===== src/logic/prcd_pkg.sv =====
// constants shared by both ends of the power rail command link
// What this block does
// host keeps rail off while changing settings (not enforced by the host logic, left to software)
// device answers every read at any time
// new configuration takes effect on re-enable
// host waits 100ms after store or restore
// host spaces reads at least 2ms apart
// host spaces other commands 5ms apart
// short linear: 5-bit exponent, 11-bit mantissa
// unsigned 16-bit mantissa, exponent fixed minus thirteen
// signed 16-bit mantissa, exponent fixed minus thirteen
// text format is variable-length ASCII string
// select 00h, 01h or ffh routes commands
// select resets to 00h, never write protected
// run-control decodes off, soft off, on, margins
// immediate off skips delay and fall time
// run-control read shows live on/off state
// unlisted run-control encodings raise command error
// run-control per controller, protected, resets off
// config bits 4:2 pick pin or command start
// config bit 1 ignored, pin active high
// config bit 0 picks immediate or ramped off
// power switch configuration resets to 17h
// bad select value errors, selection kept
package prcd_pkg;
    // command codes, used as register offsets on the link
    localparam logic [7:0] CMD_SELECT    = 8'h00;
    localparam logic [7:0] CMD_RUN       = 8'h01;
    localparam logic [7:0] CMD_PSC       = 8'h02;
    localparam logic [7:0] CMD_STORE_DEF = 8'h11;
    localparam logic [7:0] CMD_REST_DEF  = 8'h12;
    localparam logic [7:0] CMD_STORE_USR = 8'h15;
    localparam logic [7:0] CMD_REST_USR  = 8'h16;
    // controller select values
    localparam logic [7:0] SEL_CTL0 = 8'h00;
    localparam logic [7:0] SEL_CTL1 = 8'h01;
    localparam logic [7:0] SEL_BOTH = 8'hff;
    localparam logic [7:0] SEL_RST  = 8'h00;
    // run-control fields
    localparam logic [1:0] RUN_IMM_OFF  = 2'h0;
    localparam logic [1:0] RUN_SOFT_OFF = 2'h1;
    localparam logic [1:0] RUN_ON       = 2'h2;
    localparam logic [1:0] MRG_NOM      = 2'h0;
    localparam logic [1:0] MRG_LOW      = 2'h1;
    localparam logic [1:0] MRG_HIGH     = 2'h2;
    localparam logic [7:0] RUN_RST      = 8'h00;
    // power switch configuration fields
    localparam logic [2:0] SRC_PIN  = 3'h5;
    localparam logic [2:0] SRC_CMD  = 3'h6;
    localparam int         PSC_IMM_BIT = 0;
    localparam logic [7:0] PSC_RST  = 8'h17;
    // numeric formats carried in data words
    localparam int SLF_EXP_W = 5;  // upper bits, two's complement exponent
    localparam int SLF_MAN_W = 11; // lower bits, two's complement mantissa
    localparam int FIX_EXP   = -13; // shared by both fixed formats
    localparam int FIX_MAN_W = 16;  // unsigned or signed mantissa
    localparam int TEXT_CHAR_W = 8; // one ASCII character per byte
    // link frame: read flag, 8 code bits, 8 data bits
    localparam logic [4:0] FRM_BITS = 5'd17;
    localparam logic [4:0] FRM_CODE_END = 5'd8;
    // host pacing and clocking
    localparam int CLK_MHZ      = 200;
    localparam int READ_GAP_MS  = 2;
    localparam int CMD_GAP_MS   = 5;
    localparam int NV_GAP_MS    = 100;
    localparam int READ_GAP_CYC = READ_GAP_MS * 1000 * CLK_MHZ;
    localparam int CMD_GAP_CYC  = CMD_GAP_MS * 1000 * CLK_MHZ;
    localparam int NV_GAP_CYC   = NV_GAP_MS * 1000 * CLK_MHZ;
    // host avalon register map, byte addresses
    localparam logic [3:0] HREG_CMD    = 4'h0;
    localparam logic [3:0] HREG_STATUS = 4'h4;
    localparam int HCMD_RD_BIT  = 16;
    localparam int HST_BUSY_BIT = 0;
endpackage


===== src/logic/prcd_if.sv =====
// serial link between host controller and power rail command decoder
`timescale 1ns/1ps
`default_nettype none
interface prcd_if;
    logic link_clk;
    logic link_frame;
    logic host_data;
    logic dev_data;
    modport host (output link_clk, output link_frame, output host_data, input dev_data);
    modport dev  (input link_clk, input link_frame, input host_data, output dev_data);
endinterface
`default_nettype wire


===== src/logic/prcd_sync.sv =====
// two-flop synchroniser with rising edge detect
`timescale 1ns/1ps
`default_nettype none
module prcd_sync #(
    parameter int W = 1
) (
    input  wire logic         clk,
    input  wire logic         resetn,
    input  wire logic [W-1:0] din,
    output logic      [W-1:0] lvl,
    output logic      [W-1:0] rise
);
    logic [W-1:0] meta_ff;
    logic [W-1:0] sync_ff;
    logic [W-1:0] prev_ff;
    // only sync_ff reads the first stage
    always_ff @(posedge clk or negedge resetn) begin
        if (!resetn) begin
            meta_ff <= '0;
            sync_ff <= '0;
            prev_ff <= '0;
        end else begin
            meta_ff <= din;
            sync_ff <= meta_ff;
            prev_ff <= sync_ff;
        end
    end
    assign lvl  = sync_ff;
    assign rise = sync_ff & ~prev_ff;
endmodule // prcd_sync
`default_nettype wire


===== src/logic/prcd_device.sv =====
// power rail command decoder: link slave, command registers, rail control
`timescale 1ns/1ps
`default_nettype none
module prcd_device (
    input  wire logic       clk,
    input  wire logic       resetn,
    prcd_if.dev             lnk,
    input  wire logic [1:0] en_pin,
    input  wire logic       write_protect,
    input  wire logic       err_clear,
    output logic      [1:0] rail_on,
    output logic      [3:0] margin_sel,
    output logic      [1:0] soft_off,
    output logic            cmd_error
);
    import prcd_pkg::*;

    logic [2:0] lnk_lvl;
    logic [2:0] lnk_rise;
    logic [1:0] en_lvl;
    logic [4:0] bitcnt_ff;
    logic [7:0] shreg_ff;
    logic [7:0] code_ff;
    logic       rd_ff;
    logic [7:0] tx_ff;
    logic [7:0] sel_ff;
    logic [1:0][7:0] run_ff;
    logic [1:0][7:0] psc_ff;
    logic [1:0][7:0] act_psc_ff;
    logic [1:0] rail_ff;
    logic [1:0] soft_ff;
    logic [3:0] mrg_ff;
    logic       err_ff;
    logic       frame;
    logic       bit_in;
    logic       rise_bit;
    logic [7:0] byte_in;
    logic       wr_now;
    logic [1:0] tgt;
    logic       idx;
    logic [7:0] rd_val;
    logic       run_ok;
    logic       wr_err;
    logic [1:0] run_we;
    logic [1:0] psc_we;

    // link pins come from another party, so all pass two flops
    prcd_sync #(.W(3)) u_lnk_sync (
        .clk    (clk),
        .resetn (resetn),
        .din    ({lnk.link_clk, lnk.link_frame, lnk.host_data}),
        .lvl    (lnk_lvl),
        .rise   (lnk_rise)
    );
    prcd_sync #(.W(2)) u_en_sync (
        .clk    (clk),
        .resetn (resetn),
        .din    (en_pin),
        .lvl    (en_lvl),
        .rise   ()
    );

    assign frame    = lnk_lvl[1];
    assign bit_in   = lnk_lvl[0];
    assign rise_bit = lnk_rise[2] & frame;
    assign byte_in  = {shreg_ff[6:0], bit_in};
    assign wr_now   = rise_bit && (bitcnt_ff == FRM_BITS - 5'd1) && !rd_ff;
    assign idx      = (sel_ff == SEL_CTL1);

    // bit counter restarts with every frame, so a cut frame leaves no trace
    always_ff @(posedge clk or negedge resetn) begin
        if (!resetn) begin
            bitcnt_ff <= 5'd0;
        end else if (!frame) begin
            bitcnt_ff <= 5'd0;
        end else if (rise_bit && bitcnt_ff != FRM_BITS) begin
            bitcnt_ff <= bitcnt_ff + 5'd1;
        end
    end

    // incoming shift register; read flag and code captured after the code byte
    always_ff @(posedge clk or negedge resetn) begin
        if (!resetn) begin
            shreg_ff <= 8'h00;
            code_ff  <= 8'h00;
            rd_ff    <= 1'b0;
        end else if (rise_bit) begin
            shreg_ff <= byte_in;
            if (bitcnt_ff == FRM_CODE_END) begin
                code_ff <= byte_in;
                rd_ff   <= shreg_ff[7];
            end
        end
    end

    // read mux: every command answers, whatever the rail is doing
    always_comb begin
        rd_val = 8'h00;
        unique case (byte_in)
            CMD_SELECT: rd_val = sel_ff;
            CMD_RUN: begin
                // live state, not the stored byte: on, soft off or immediate off
                rd_val[7:6] = rail_ff[idx] ? RUN_ON :
                              (soft_ff[idx] ? RUN_SOFT_OFF : RUN_IMM_OFF);
                rd_val[5:4] = run_ff[idx][5:4];
            end
            CMD_PSC: rd_val = psc_ff[idx];
            default: rd_val = 8'h00;
        endcase
    end

    // reply shifter: loaded after the code byte, shifted on later rises;
    // the host samples before our delayed shift lands, so hold time is safe
    always_ff @(posedge clk or negedge resetn) begin
        if (!resetn) begin
            tx_ff <= 8'h00;
        end else if (!frame) begin
            tx_ff <= 8'h00;
        end else if (rise_bit && bitcnt_ff == FRM_CODE_END) begin
            tx_ff <= shreg_ff[7] ? rd_val : 8'h00;
        end else if (rise_bit && bitcnt_ff > FRM_CODE_END) begin
            tx_ff <= {tx_ff[6:0], 1'b0};
        end
    end
    assign lnk.dev_data = tx_ff[7];

    // write decode
    always_comb begin
        tgt    = 2'b00;
        run_ok = 1'b0;
        wr_err = 1'b0;
        run_we = 2'b00;
        psc_we = 2'b00;
        tgt[0] = (sel_ff == SEL_CTL0) || (sel_ff == SEL_BOTH);
        tgt[1] = (sel_ff == SEL_CTL1) || (sel_ff == SEL_BOTH);
        run_ok = (byte_in[3:0] == 4'h0) &&
                 ((byte_in[7:6] == RUN_ON &&
                   (byte_in[5:4] == MRG_NOM || byte_in[5:4] == MRG_LOW ||
                    byte_in[5:4] == MRG_HIGH)) ||
                  ((byte_in[7:6] == RUN_IMM_OFF || byte_in[7:6] == RUN_SOFT_OFF) &&
                   byte_in[5:4] == MRG_NOM));
        if (wr_now) begin
            unique case (code_ff)
                CMD_SELECT: begin
                    wr_err = !(byte_in == SEL_CTL0 || byte_in == SEL_CTL1 ||
                               byte_in == SEL_BOTH);
                end
                CMD_RUN: begin
                    wr_err = write_protect || !run_ok;
                    run_we = wr_err ? 2'b00 : tgt;
                end
                CMD_PSC: begin
                    wr_err = write_protect;
                    psc_we = wr_err ? 2'b00 : tgt;
                end
                CMD_STORE_DEF, CMD_REST_DEF, CMD_STORE_USR, CMD_REST_USR: begin
                    wr_err = 1'b0; // store contents live outside this block
                end
                default: wr_err = 1'b1;
            endcase
        end
    end

    // controller select: never write protected, bad values leave it alone
    always_ff @(posedge clk or negedge resetn) begin
        if (!resetn) begin
            sel_ff <= SEL_RST;
        end else if (wr_now && code_ff == CMD_SELECT && !wr_err) begin
            sel_ff <= byte_in;
        end
    end

    // sticky command error; a new error in the clear cycle wins
    always_ff @(posedge clk or negedge resetn) begin
        if (!resetn) begin
            err_ff <= 1'b0;
        end else begin
            err_ff <= wr_err | (err_ff & ~err_clear);
        end
    end

    // per controller command registers and rail control
    for (genvar c = 0; c < 2; c++) begin : g_ctl
        logic       want_on;
        logic [2:0] src;
        logic       cmd_on;
        logic       imm;

        assign src    = act_psc_ff[c][4:2];
        assign cmd_on = (run_ff[c][7:6] == RUN_ON);
        // pin polarity bit is ignored: pin is always active high
        assign want_on = (src == SRC_PIN) ? en_lvl[c] :
                         (src == SRC_CMD) ? cmd_on :
                         (en_lvl[c] & cmd_on);
        // immediate off from the command, or from config bit 0, skips the ramp
        assign imm = act_psc_ff[c][PSC_IMM_BIT] ||
                     (src != SRC_PIN && run_ff[c][7:6] == RUN_IMM_OFF);

        always_ff @(posedge clk or negedge resetn) begin
            if (!resetn) begin
                run_ff[c] <= RUN_RST;
                psc_ff[c] <= PSC_RST;
            end else begin
                if (run_we[c]) begin
                    run_ff[c] <= byte_in;
                end
                if (psc_we[c]) begin
                    psc_ff[c] <= byte_in;
                end
            end
        end

        // working config is frozen while the rail runs, picked up on next enable
        always_ff @(posedge clk or negedge resetn) begin
            if (!resetn) begin
                act_psc_ff[c] <= PSC_RST;
            end else if (!rail_ff[c]) begin
                act_psc_ff[c] <= psc_ff[c];
            end
        end

        // rail enable, margin select and ramp-down request
        always_ff @(posedge clk or negedge resetn) begin
            if (!resetn) begin
                rail_ff[c]         <= 1'b0;
                soft_ff[c]         <= 1'b0;
                mrg_ff[2*c +: 2]   <= MRG_NOM;
            end else begin
                rail_ff[c]       <= want_on;
                mrg_ff[2*c +: 2] <= want_on ? run_ff[c][5:4] : MRG_NOM;
                if (want_on) begin
                    soft_ff[c] <= 1'b0;
                end else if (rail_ff[c]) begin
                    soft_ff[c] <= !imm;
                end
            end
        end
    end

    assign rail_on    = rail_ff;
    assign margin_sel = mrg_ff;
    assign soft_off   = soft_ff;
    assign cmd_error  = err_ff;
endmodule // prcd_device
`default_nettype wire


===== src/flat_wrapper.sv =====
// flat-port wrapper written by rule: the top's interface ports become plain ports
module prcd_device_flat import prcd_pkg::*;
  (clk, resetn, en_pin, write_protect, err_clear, rail_on, margin_sel, soft_off, cmd_error, lnk_link_clk, lnk_link_frame, lnk_host_data, lnk_dev_data);
  prcd_if lnk_i ();
  input  wire logic clk;
  input  wire logic resetn;
  input  wire logic [1:0] en_pin;
  input  wire logic write_protect;
  input  wire logic err_clear;
  output logic      [1:0] rail_on;
  output logic      [3:0] margin_sel;
  output logic      [1:0] soft_off;
  output logic cmd_error;
  input wire logic [$bits(lnk_i.link_clk)-1:0] lnk_link_clk;
  input wire logic [$bits(lnk_i.link_frame)-1:0] lnk_link_frame;
  input wire logic [$bits(lnk_i.host_data)-1:0] lnk_host_data;
  output wire logic [$bits(lnk_i.dev_data)-1:0] lnk_dev_data;
  assign lnk_i.link_clk = lnk_link_clk;
  assign lnk_i.link_frame = lnk_link_frame;
  assign lnk_i.host_data = lnk_host_data;
  assign lnk_dev_data = lnk_i.dev_data;
  prcd_device u_core (.clk(clk), .resetn(resetn), .lnk(lnk_i), .en_pin(en_pin), .write_protect(write_protect), .err_clear(err_clear), .rail_on(rail_on), .margin_sel(margin_sel), .soft_off(soft_off), .cmd_error(cmd_error));
endmodule

===== config.mk =====
export PLATFORM = sky130hd
export DESIGN_NAME = prcd_device_flat
export DESIGN_NICKNAME = d
export VERILOG_FILES = /design/src/logic/prcd_pkg.sv /design/src/logic/prcd_if.sv /design/src/logic/prcd_sync.sv /design/src/logic/prcd_device.sv /design/src/flat_wrapper.sv
export SDC_FILE = /design/constraint.sdc
export NUM_CORES = 1
export LEC_CHECK = 0
export BUFFER_PORTS_ARGS = -buffer_cell sky130_fd_sc_hd__buf_2
export CORE_AREA = 3 3 90 126
export CTS_BUF_LIST = sky130_fd_sc_hd__clkbuf_8 sky130_fd_sc_hd__clkbuf_16
export DETAILED_ROUTE_END_ITERATION = 16
export DIE_AREA = 0 0 93 129
export SETUP_SLACK_MARGIN = 0.3
export SYNTH_ARGS = -nofsm -noshare
export SYNTH_HDL_FRONTEND = slang
export SYNTH_SLANG_ARGS = --single-unit

===== constraint.sdc =====
create_clock -name clk -period 5.1 [get_ports clk]
set_clock_uncertainty 0.15 [all_clocks]
set_input_delay 0.255 -clock clk [delete_from_list [all_inputs] [get_ports clk]]
set_output_delay 0.255 -clock clk [all_outputs]
set_load 0.05 [all_outputs]

==> results.json, run 1 <==
{
  "antenna_cells_inserted": 0,
  "yosysWarningCount": 0,
  "route.vias.total": 2840,
  "fin_setup_tns_ns": 0,
  "synthDominantAreaCellType": "sky130_fd_sc_hd__dfrtp_1",
  "synth_cell_types": 49,
  "floorplan.initialDensity": 0.396,
  "max_freq_mhz": 308,
  "post_synth_xor_area_fraction": 0.00428,
  "holdPathStages": 4,
  "finish.cell_count_without_fillers": 533,
  "drt_first_iter_violations": 245,
  "hold_viol": 0,
  "classification_of_the_worst_slack_hold_path": "input port to flop",
  "unrepaired_setup_endpoints_after_global_routing": "false",
  "worstHoldStart": "err_clear",
  "worst-endpoint-arrival_ns": 3.32,
  "post_synth.cell_area_avg_um2": 10.9,
  "via_per_inst": 5.33,
  "flip_flop_and_latch_count_after_synthesis": 90,
  "synth_commonest_cells": "sky130_fd_sc_hd__dfrtp_1, sky130_fd_sc_hd__nand2_1, sky130_fd_sc_hd__mux2_2",
  "place_ws_ns": 1.89,
  "h-tree-depth": 3,
  "cts_made_buffers": 9,
  "reg2reg_setup_slack_ns": 1.85,
  "synthesis.instances": 375,
  "overflow": 0,
  "r2r_end": "u_core.psc_ff[14]",
  "synthMuxAreaShare": 0.123,
  "share_of_the_synthesized_area_in_the_top_cell_type": 0.464,
  "number_of_global_route_vias_before_repair": 2880,
  "numPortBuffers": 18,
  "detailedPlacementHpwl_um": 6520,
  "drcViolationCount": 0,
  "post_synth_instance_area_mm2": 0.00410,
  "synth_adder_area_share": 0.00916,
  "synth.net_count": 387,
  "r2r_cells": 4,
  "m1WireLength_um": 3900,
  "cts_tree": "yes",
  "met2_length_um": 4560,
  "synthSimpleGateAreaFrac": 0.188,
  "cts_root_buf": "sky130_fd_sc_hd__clkbuf_16",
  "cp_max_fo": 15,
  "die_width_um": 93,
  "worst_pin_slew_ns": 0.862,
  "dieArea_mm2": 0.0120,
  "p_per_area_mw_per_mm2": 347,
  "hold_end": "u_core.cmd_error",
  "max_cap_violations": 0,
  "synth_top_family_by_area": "simple AND/OR/NAND/NOR gates",
  "grtUsageTotal": 0.163,
  "detail-route-antenna-nets": 0,
  "route.detailed.wl_per_inst_um": 17.0,
  "core-area_mm2": 0.0103,
  "post_route_cells_drive_above_1_share": 0.235,
  "post_synth_main_area_contributors": "sky130_fd_sc_hd__dfrtp_1, sky130_fd_sc_hd__mux2_2, sky130_fd_sc_hd__dfstp_2, sky130_fd_sc_hd__nand2_1, sky130_fd_sc_hd__mux2i_1",
  "timing_worst_setup_path_type": "flop to flop",
  "synth_async_sr_flop_share": 1.00,
  "drt_first_pass_iters": 4,
  "finalWeightedCongestion": 0.899,
  "routed.top_layer": "met4",
  "grt_first_pass_wirelength_um": 14900,
  "worstSkewPairLatency_ns": 0.34,
  "critical_path.reg2reg.startpoint": "u_core.u_lnk_sync.lvl[1]",
  "synth_compound_gate_area_share": 0.0922,
  "timing.final.setup_violations": 0,
  "routed_wirelength_um": 9080,
  "nNetsFinal": 402,
  "timing.max_slew.rel_slack": 0.421,
  "outcome": "finished, final reports clean",
  "yosysSeqAreaShare": 0.554,
  "clock-sinks": 90,
  "grt_antenna_before_repair": 0,
  "dp.cells": 511,
  "slew_viol_final": 0,
  "startpoint_type": "flop",
  "fp.dieH_um": 129,
  "postSynth.topFlopCell": "sky130_fd_sc_hd__dfrtp_1",
  "path_clk_slew_ns": 0.06,
  "cts-root-to-sink-buffers": 2,
  "critPathCaptureType": "flop",
  "timing.final.crit_period_ns": 3.25,
  "critical_path.startpoint": "u_core.u_lnk_sync.lvl[1]",
  "synthMostInstantiatedCell": "sky130_fd_sc_hd__dfrtp_1",
  "grt_start_max_net_pins": 53,
  "timing.final.ws_setup_ns": 1.85,
  "layout_worst_path_cycle_share": 0.637,
  "power_leakage_nw": 2.04,
  "synth_edf_count": 0,
  "metal3_wl_um": 311,
  "area_delta_synth_final_pct": 14.3,
  "ir_drop_mv": 0.174,
  "fp-row-count": 44,
  "crit_required_ns": 5.17,
  "top_level_ports": 19
}
report_power, final:
part	switching [W]	leakage [nW]	internal, W
Clock	0.000271	0.166	0.000478
Sequential	0.0000518	1.17	0.000733
Combinational	0.0000547	0.698	0.0000336
critical path, stage by stage (launching register included):
cell and delay (ns):
sky130_fd_sc_hd__dfrtp_1 0.64, sky130_fd_sc_hd__nand3b_1 0.44, sky130_fd_sc_hd__or4_1 0.70, sky130_fd_sc_hd__nor4_2 0.78, sky130_fd_sc_hd__mux2_2 0.42
what timing repair did:
item | CTS | global route
endpoints found under the hold margin | 43 | 0
hold buffers | 6 | 0
gates resized for setup | 0 | 0
buffers inserted | 0 | 0
layout by cell type (no fill, tap or decap), types with 10 or more instances in the layout:
cell                       n
sky130_fd_sc_hd__dfrtp_1  76
sky130_fd_sc_hd__buf_2    17
sky130_fd_sc_hd__nor2_1   11
sky130_fd_sc_hd__mux2i_1  12
sky130_fd_sc_hd__dfstp_2  14
sky130_fd_sc_hd__o21ai_0  17
sky130_fd_sc_hd__mux2_2   34
sky130_fd_sc_hd__nand2_1  68
sky130_fd_sc_hd__nand3_1  12
sky130_fd_sc_hd__a21oi_1  10
layer usage:
layer	vias up	track usage
met5	-	0
met4	0	0.0802
met3	19	0.0368
met2	63	0.275
met1	1398	0.197
li1	1360	-
registers in the layout (all words and copies together) (netlist names), 3 cells and up:
signal / cells
u_core.margin_sel: 4
u_core.u_lnk_sync.lvl: 3
u_core.run_ff: 8
u_core.sel_ff: 8
u_core.act_psc_ff: 8
u_core.u_lnk_sync.meta_ff: 3
u_core.tx_ff: 8
u_core.psc_ff: 16
u_core.bitcnt_ff: 5
u_core.code_ff: 8
u_core.shreg_ff: 8
cells by family after synthesis:
family                     Yosys count
DFF                                 90
AOI/OAI and AO/OA                   56
xor gates and xnor gates             2
muxes                               46
and+or+nand+nor                    148
buffers and inverters               30
adders and majority gates            3
through the flow:
step | utilization | total power [W] | cell area (um2) | hold WS, ns
floorplan | - | 0.000837 | 4100 | -0.191
global placement | 0.414 | 0.000880 | 4280 | 0.106
detailed placement | 0.414 | 0.000882 | 4280 | 0.111
CTS | 0.452 | 0.00164 | 4680 | 0.173
global route | 0.452 | 0.00169 | 4680 | 0.204
finish | 0.452 | 0.00162 | 4680 | 0.175
worst max path at each step:
| stage | end | slack, ns | cells after the start |
|---|---|---|---|
| 2_1_floorplan | u_core.tx_ff[1] | 2.56 | 7 |
| 3_3_place_gp | u_core.psc_ff[14] | 1.99 | 4 |
| 3_5_place_dp | u_core.psc_ff[14] | 1.89 | 4 |
| 4_1_cts | u_core.psc_ff[14] | 1.87 | 4 |
| 5_1_grt | u_core.psc_ff[13] | 1.60 | 4 |
| 6_report | u_core.psc_ff[14] | 1.85 | 4 |
area by class of cell:
type	instances	area [um2]
clock buffers	9	225
clock inverters	7	116
fillers	998	5670
inverters	9	33.8
multi-input cells	255	1700
flip-flops and latches	90	2270
well taps	138	173
repair buffers	25	160
Note: power is estimated with default switching activity, not from simulation.
==> run 2, diff against run 1 <==
Settings changed: ABC_AREA from default to 1, CORE_AREA 3 3 90 126 to 3 3 91 128, DIE_AREA 0 0 93 129 to 0 0 94 131.
Clock period 5.1 ns to 3.26 ns, I/O delays scaled along.
==> results.json, run 2 <==
{
  "largest_register_ffs": 16,
  "floorplan.initialDensity": 0.394,
  "slew_viol_final": 0,
  "power_leakage_nw": 2.29,
  "outcome": "finished, final reports clean",
  "grt_start_max_net_pins": 38,
  "antenna_cells_inserted": 0,
  "dieArea_mm2": 0.0123,
  "dp.cells": 643,
  "share_of_the_synthesized_area_in_the_top_cell_type": 0.451,
  "routed_wirelength_um": 9630,
  "critPathCaptureType": "flop",
  "number_of_global_route_vias_before_repair": 3187,
  "unrepaired_setup_endpoints_after_global_routing": "false",
  "nNetsFinal": 532,
  "crit_required_ns": 3.34,
  "postSynth.topFlopCell": "sky130_fd_sc_hd__dfrtp_1",
  "synthesis.instances": 487,
  "synth_cell_types": 37,
  "fin_setup_tns_ns": 0,
  "numPortBuffers": 18,
  "post_route_cells_drive_above_1_share": 0.177,
  "fp.dieH_um": 131,
  "biggest_register": "u_core.psc_ff",
  "h-tree-depth": 3,
  "path_clk_slew_ns": 0.06,
  "synth_commonest_cells": "sky130_fd_sc_hd__nand2_1, sky130_fd_sc_hd__dfrtp_1, sky130_fd_sc_hd__inv_1",
  "clock-sinks": 90,
  "mostFrequentLayoutCell": "sky130_fd_sc_hd__nand2_1",
  "timing.max_slew.rel_slack": 0.643,
  "worst-endpoint-arrival_ns": 2.22,
  "layout_worst_path_cycle_share": 0.658,
  "cp_max_fo": 16,
  "timing_worst_setup_path_type": "flop to flop",
  "post_synth_instance_area_mm2": 0.00422,
  "top_level_ports": 19,
  "post_synth.cell_area_avg_um2": 8.66,
  "finalWeightedCongestion": 0.902,
  "detail-route-antenna-nets": 0,
  "ir_drop_mv": 0.269,
  "p_per_area_mw_per_mm2": 501,
  "worst_pin_slew_ns": 0.534,
  "core-area_mm2": 0.0107,
  "route.vias.total": 3272,
  "via_per_inst": 4.91,
  "layout_common_cells": "sky130_fd_sc_hd__nand2_1, sky130_fd_sc_hd__dfrtp_1, sky130_fd_sc_hd__inv_1, sky130_fd_sc_hd__o21ai_0",
  "flip_flop_and_latch_count_after_synthesis": 90,
  "synth_edf_count": 0,
  "grt_first_pass_wirelength_um": 15900,
  "worstSkewPairLatency_ns": 0.34,
  "post_cts_buffers": 0,
  "startpoint_type": "flop",
  "total_power_w": 0.00241,
  "cts_tree": "yes",
  "hold_viol": 0,
  "max_cap_violations": 0,
  "cts_made_buffers": 9,
  "drcViolationCount": 0,
  "area_delta_synth_final_pct": 14.2,
  "cts.repair.resized": 0,
  "synth.net_count": 499,
  "fp-row-count": 45,
  "synth_async_sr_flop_share": 1.00,
  "classification_of_the_worst_slack_hold_path": "input port to asynchronous set/reset pin",
  "final.hold.worst_slack_ns": 0.169,
  "synthMostInstantiatedCell": "sky130_fd_sc_hd__nand2_1",
  "cts-root-to-sink-buffers": 2,
  "max_freq_mhz": 466,
  "cts_root_buf": "sky130_fd_sc_hd__clkbuf_16",
  "fill_cells": 1070,
  "grtUsageTotal": 0.170,
  "yosysWarningCount": 0,
  "drt_first_pass_iters": 4,
  "overflow": 0,
  "post_synth_main_area_contributors": "sky130_fd_sc_hd__dfrtp_1, sky130_fd_sc_hd__nand2_1, sky130_fd_sc_hd__dfstp_2, sky130_fd_sc_hd__inv_1, sky130_fd_sc_hd__o21ai_0",
  "finish.cell_count_without_fillers": 666,
  "drt_first_iter_violations": 204,
  "timing.final.setup_violations": 0,
  "grt_antenna_before_repair": 0,
  "detailedPlacementHpwl_um": 7070,
  "timing.final.crit_period_ns": 2.14,
  "die_width_um": 94,
  "synthDominantAreaCellType": "sky130_fd_sc_hd__dfrtp_1",
  "route.detailed.wl_per_inst_um": 14.5,
  "ctsHoldBuffers": 7,
  "yosysSeqAreaShare": 0.538
}
[run 2: power breakdown]
group	leakage, nW	internal, W	switching (W)
sequential	1.17	0.00115	0.0000337
combinational	0.976	0.0000495	0.000179
clock	0.144	0.000585	0.000419
[run 2: path summary, 6_finish.rpt]
path / startpoint / to / slack, ns / depth (start not counted)
hold reg to reg: u_core.u_lnk_sync.meta_ff[1] / u_core.u_lnk_sync.lvl[1] / 0.20 / 0
setup reg to reg: u_core.sel_ff[3] / u_core.tx_ff[3] / 1.12 / 10
max in group asynchronous: resetn / u_core.act_psc_ff[4] / 1.99 / 3
setup / recovery: u_core.sel_ff[3] / u_core.tx_ff[3] / 1.12 / 10
hold / removal: resetn / u_core.u_en_sync.lvl[1] / 0.17 / 2
min in group clk: write_protect / u_core.sel_ff[4] / 0.19 / 6
[run 2: cell families (layout without fill, tap and decap cells)]
family                     after synthesis  count (layout)  share of synthesized area
and+or+nand+nor                        261             261                      0.283
adders and majority gates                3               3                    0.00890
AOI/OAI and AO/OA                       73              73                      0.109
DFF                                     90              90                      0.538
buffers and inverters                   60              98                     0.0605
[run 2: worst max-delay path: stages, from the launching register on]
cell	delay, ns
sky130_fd_sc_hd__dfrtp_1	0.39
sky130_fd_sc_hd__inv_1	0.14
sky130_fd_sc_hd__nand2_1	0.15
sky130_fd_sc_hd__nor2_4	0.25
sky130_fd_sc_hd__nand2_2	0.24
sky130_fd_sc_hd__o21ai_0	0.36
sky130_fd_sc_hd__o22ai_1	0.14
sky130_fd_sc_hd__nand2_1	0.08
sky130_fd_sc_hd__nand2_1	0.04
sky130_fd_sc_hd__nand2_1	0.05
sky130_fd_sc_hd__nand2_1	0.04
[run 2: layout make-up]
type	instances	area, um2	area share
Sequential cell	90	2270	0.471
Multi-Input combinational cell	337	1690	0.351
Clock buffer	9	225	0.0468
Inverter	54	205	0.0426
Timing Repair Buffer	28	185	0.0384
Tap cell	141	176	0.0366
Clock inverter	7	62.6	0.0130
[run 2: through the flow]
| stage | setup slack (ns) | util | cell area (um2) |
|---|---|---|---|
| floorplan | 1.50 | - | 4220 |
| detailed placement | 1.11 | 0.417 | 4460 |
| finish | 1.12 | 0.450 | 4820 |
| CTS | 1.10 | 0.450 | 4820 |
| global placement | 1.13 | 0.417 | 4460 |
| global route | 0.931 | 0.450 | 4820 |
[run 2: per-layer routing]
metal / up-vias / global-route usage / routed length [um]
met2: 57 / 0.300 / 4990
li1: 1635 / - / -
met3: 17 / 0.0326 / 329
met4: 0 / 0.0825 / 291
met5: - / 0 / 0
met1: 1563 / 0.197 / 4020
==> run 3, diff against run 2 <==
Settings changed: ABC_AREA 1 to 0, CORE_AREA 3 3 91 128 to 3 3 90 126, DIE_AREA 0 0 94 131 to 0 0 93 129.
Clock period 3.26 ns to 2.1 ns, I/O delays scaled along.
==> results.json, run 3 (synthesized netlist as in run 1, its figures left out) <==
{
  "fin_setup_tns_ns": -7.63,
  "fill_cells": 897,
  "number_of_global_route_vias_before_repair": 3148,
  "floorplan.initialDensity": 0.396,
  "grtUsageTotal": 0.179,
  "clock-sinks": 90,
  "max_cap_violations": 0,
  "finalCoreUtilization": 0.554,
  "antenna_cells_inserted": 0,
  "cts_tree": "yes",
  "cts_root_buf": "sky130_fd_sc_hd__clkbuf_16",
  "largest_register_ffs": 16,
  "hold_viol": 0,
  "route.vias.total": 3194,
  "finalWeightedCongestion": 0.859,
  "route.detailed.wl_per_inst_um": 16.9,
  "timing.max_slew.rel_slack": 0.580,
  "dieArea_mm2": 0.0120,
  "power_leakage_nw": 2.58,
  "timing.critical_path.cells": "or4_4 > or4_4 > nor3_4 > buf_6 > mux2_4",
  "path_buf_inv": 1,
  "path_common_cell": "sky130_fd_sc_hd__or4_4",
  "final.hold.worst_slack_ns": 0.0176,
  "critPathCaptureType": "flop",
  "layout_common_cells": "sky130_fd_sc_hd__dfrtp_1, sky130_fd_sc_hd__buf_4, sky130_fd_sc_hd__nand2_1, sky130_fd_sc_hd__nand2_2",
  "routed_wirelength_um": 10200,
  "grt_first_pass_wirelength_um": 16300,
  "unrepaired_setup_endpoints_after_global_routing": "true",
  "fp.dieH_um": 129,
  "violations": "setup timing",
  "detailedPlacementHpwl_um": 6890,
  "timing.final.setup_violations": 47,
  "cts_made_buffers": 9,
  "startpoint_type": "flop",
  "slowest_delay_ns": 0.55,
  "drt_first_iter_violations": 200,
  "top_level_ports": 19,
  "overflow": 0,
  "dp.cells": 561,
  "globalRoute.busiestLayer": "met2",
  "timing_worst_setup_path_type": "flop to flop",
  "worst-endpoint-arrival_ns": 2.43,
  "cp_max_fo": 3,
  "path_clk_slew_ns": 0.06,
  "gr-usage-met2": 0.314,
  "mostFrequentLayoutCell": "sky130_fd_sc_hd__dfrtp_1",
  "max_freq_mhz": 424,
  "finish.cell_count_without_fillers": 603,
  "ir_drop_mv": 0.352,
  "via_per_inst": 5.30,
  "die_width_um": 93,
  "place_ws_ns": -0.310,
  "classification_of_the_worst_slack_hold_path": "input port to flop",
  "p_per_area_mw_per_mm2": 761,
  "cts-root-to-sink-buffers": 2,
  "area_delta_synth_final_pct": 39.9,
  "layout_worst_path_cycle_share": 1.12,
  "slew_viol_final": 0,
  "biggest_register": "u_core.psc_ff",
  "timing.final.crit_period_ns": 2.36,
  "critPathSlowestCell": "sky130_fd_sc_hd__or4_4",
  "core-area_mm2": 0.0103,
  "grt.met1_usage": 0.219,
  "grt_start_max_net_pins": 91,
  "global_route.usage.met3": 0.0316,
  "nNetsFinal": 472,
  "timing.final.ws_setup_ns": -0.257,
  "worstSkewPairLatency_ns": 0.34,
  "fp-row-count": 44,
  "drt_first_pass_iters": 5,
  "h-tree-depth": 3,
  "worst_pin_slew_ns": 0.626,
  "outcome": "finished, violations left",
  "drcViolationCount": 0,
  "critPathTopFamily": "simple AND/OR/NAND/NOR gates",
  "detail-route-antenna-nets": 0,
  "crit_required_ns": 2.17,
  "numPortBuffers": 18,
  "post_route_cells_drive_above_1_share": 0.454,
  "grt_antenna_before_repair": 0
}
-- run 3: cell count changes in the layout (fill, tap and decap cells not counted), sizes merged, moves of 12 or more --
| cell | change |
|---|---|
| buf | +66 |
| inv | -46 |
| mux2 | +34 |
| mux2i | +12 |
| nand2 | -107 |
| nand3 | -17 |
| nor2 | -22 |
| o21ai | -34 |
-- run 3: cell type report --
class | instances | area [um2] | area share
repair buffers | 93 | 801 | 0.140
clock buffers | 9 | 225 | 0.0393
flip-flops and latches | 90 | 2270 | 0.396
clock inverters | 7 | 135 | 0.0236
well taps | 138 | 173 | 0.0301
repair inverters | 1 | 16.3 | 0.00284
multi-input cells | 256 | 2060 | 0.360
inverters | 9 | 46.3 | 0.00808
-- run 3: per-layer routing --
metal	part of all wire	up-vias
met1	0.41	1581
li1	-	1516
met5	0	-
met2	0.53	77
met3	0.031	20
met4	0.025	0
-- run 3: worst register-to-register path, delay by kind of cell, from the launching register on --
kind                   cells  cell delay, ns
buffers and inverters      1            0.14
multiplexers               1            0.29
AND/OR/NAND/NOR            3            1.29
flip-flops                 1            0.37
-- run 3: worst paths after layout --
path / start / to / slack [ns] / depth (start not counted)
min: err_clear / u_core.cmd_error / 0.02 / 4
max reg2reg: u_core.u_lnk_sync.lvl[0] / u_core.run_ff[13] / -0.26 / 5
max: u_core.u_lnk_sync.lvl[0] / u_core.run_ff[13] / -0.26 / 5
min in group asynchronous: resetn / u_core.sel_ff[7] / 0.18 / 3
min reg2reg: u_core.u_lnk_sync.meta_ff[0] / u_core.u_lnk_sync.lvl[0] / 0.20 / 0
max in group asynchronous: resetn / u_core.psc_ff[1] / 1.22 / 3
-- run 3: per-stage QoR --
step	total power, W	cell area (um2)
3_5_place_dp	0.00229	4830
4_1_cts	0.00433	5430
3_3_place_gp	0.00228	4830
6_report	0.00436	5730
5_1_grt	0.00454	5730
2_1_floorplan	0.00205	4300
-- run 3: what timing repair did --
action,4_1_cts,5_1_grt
setup buffers,9,9
hold buffers,6,0
gates resized for setup,21,56
hold endpoints to repair,81,0
pin swaps,5,18
setup endpoints to repair,50,53
cloned,1,1
-- run 3: power breakdown --
part	total (W)	switching [W]	leakage, nW	internal [W]
Clock	0.00192	0.000650	0.178	0.00127
Combinational	0.000621	0.000341	1.23	0.000280
Sequential	0.00182	0.0000350	1.17	0.00178
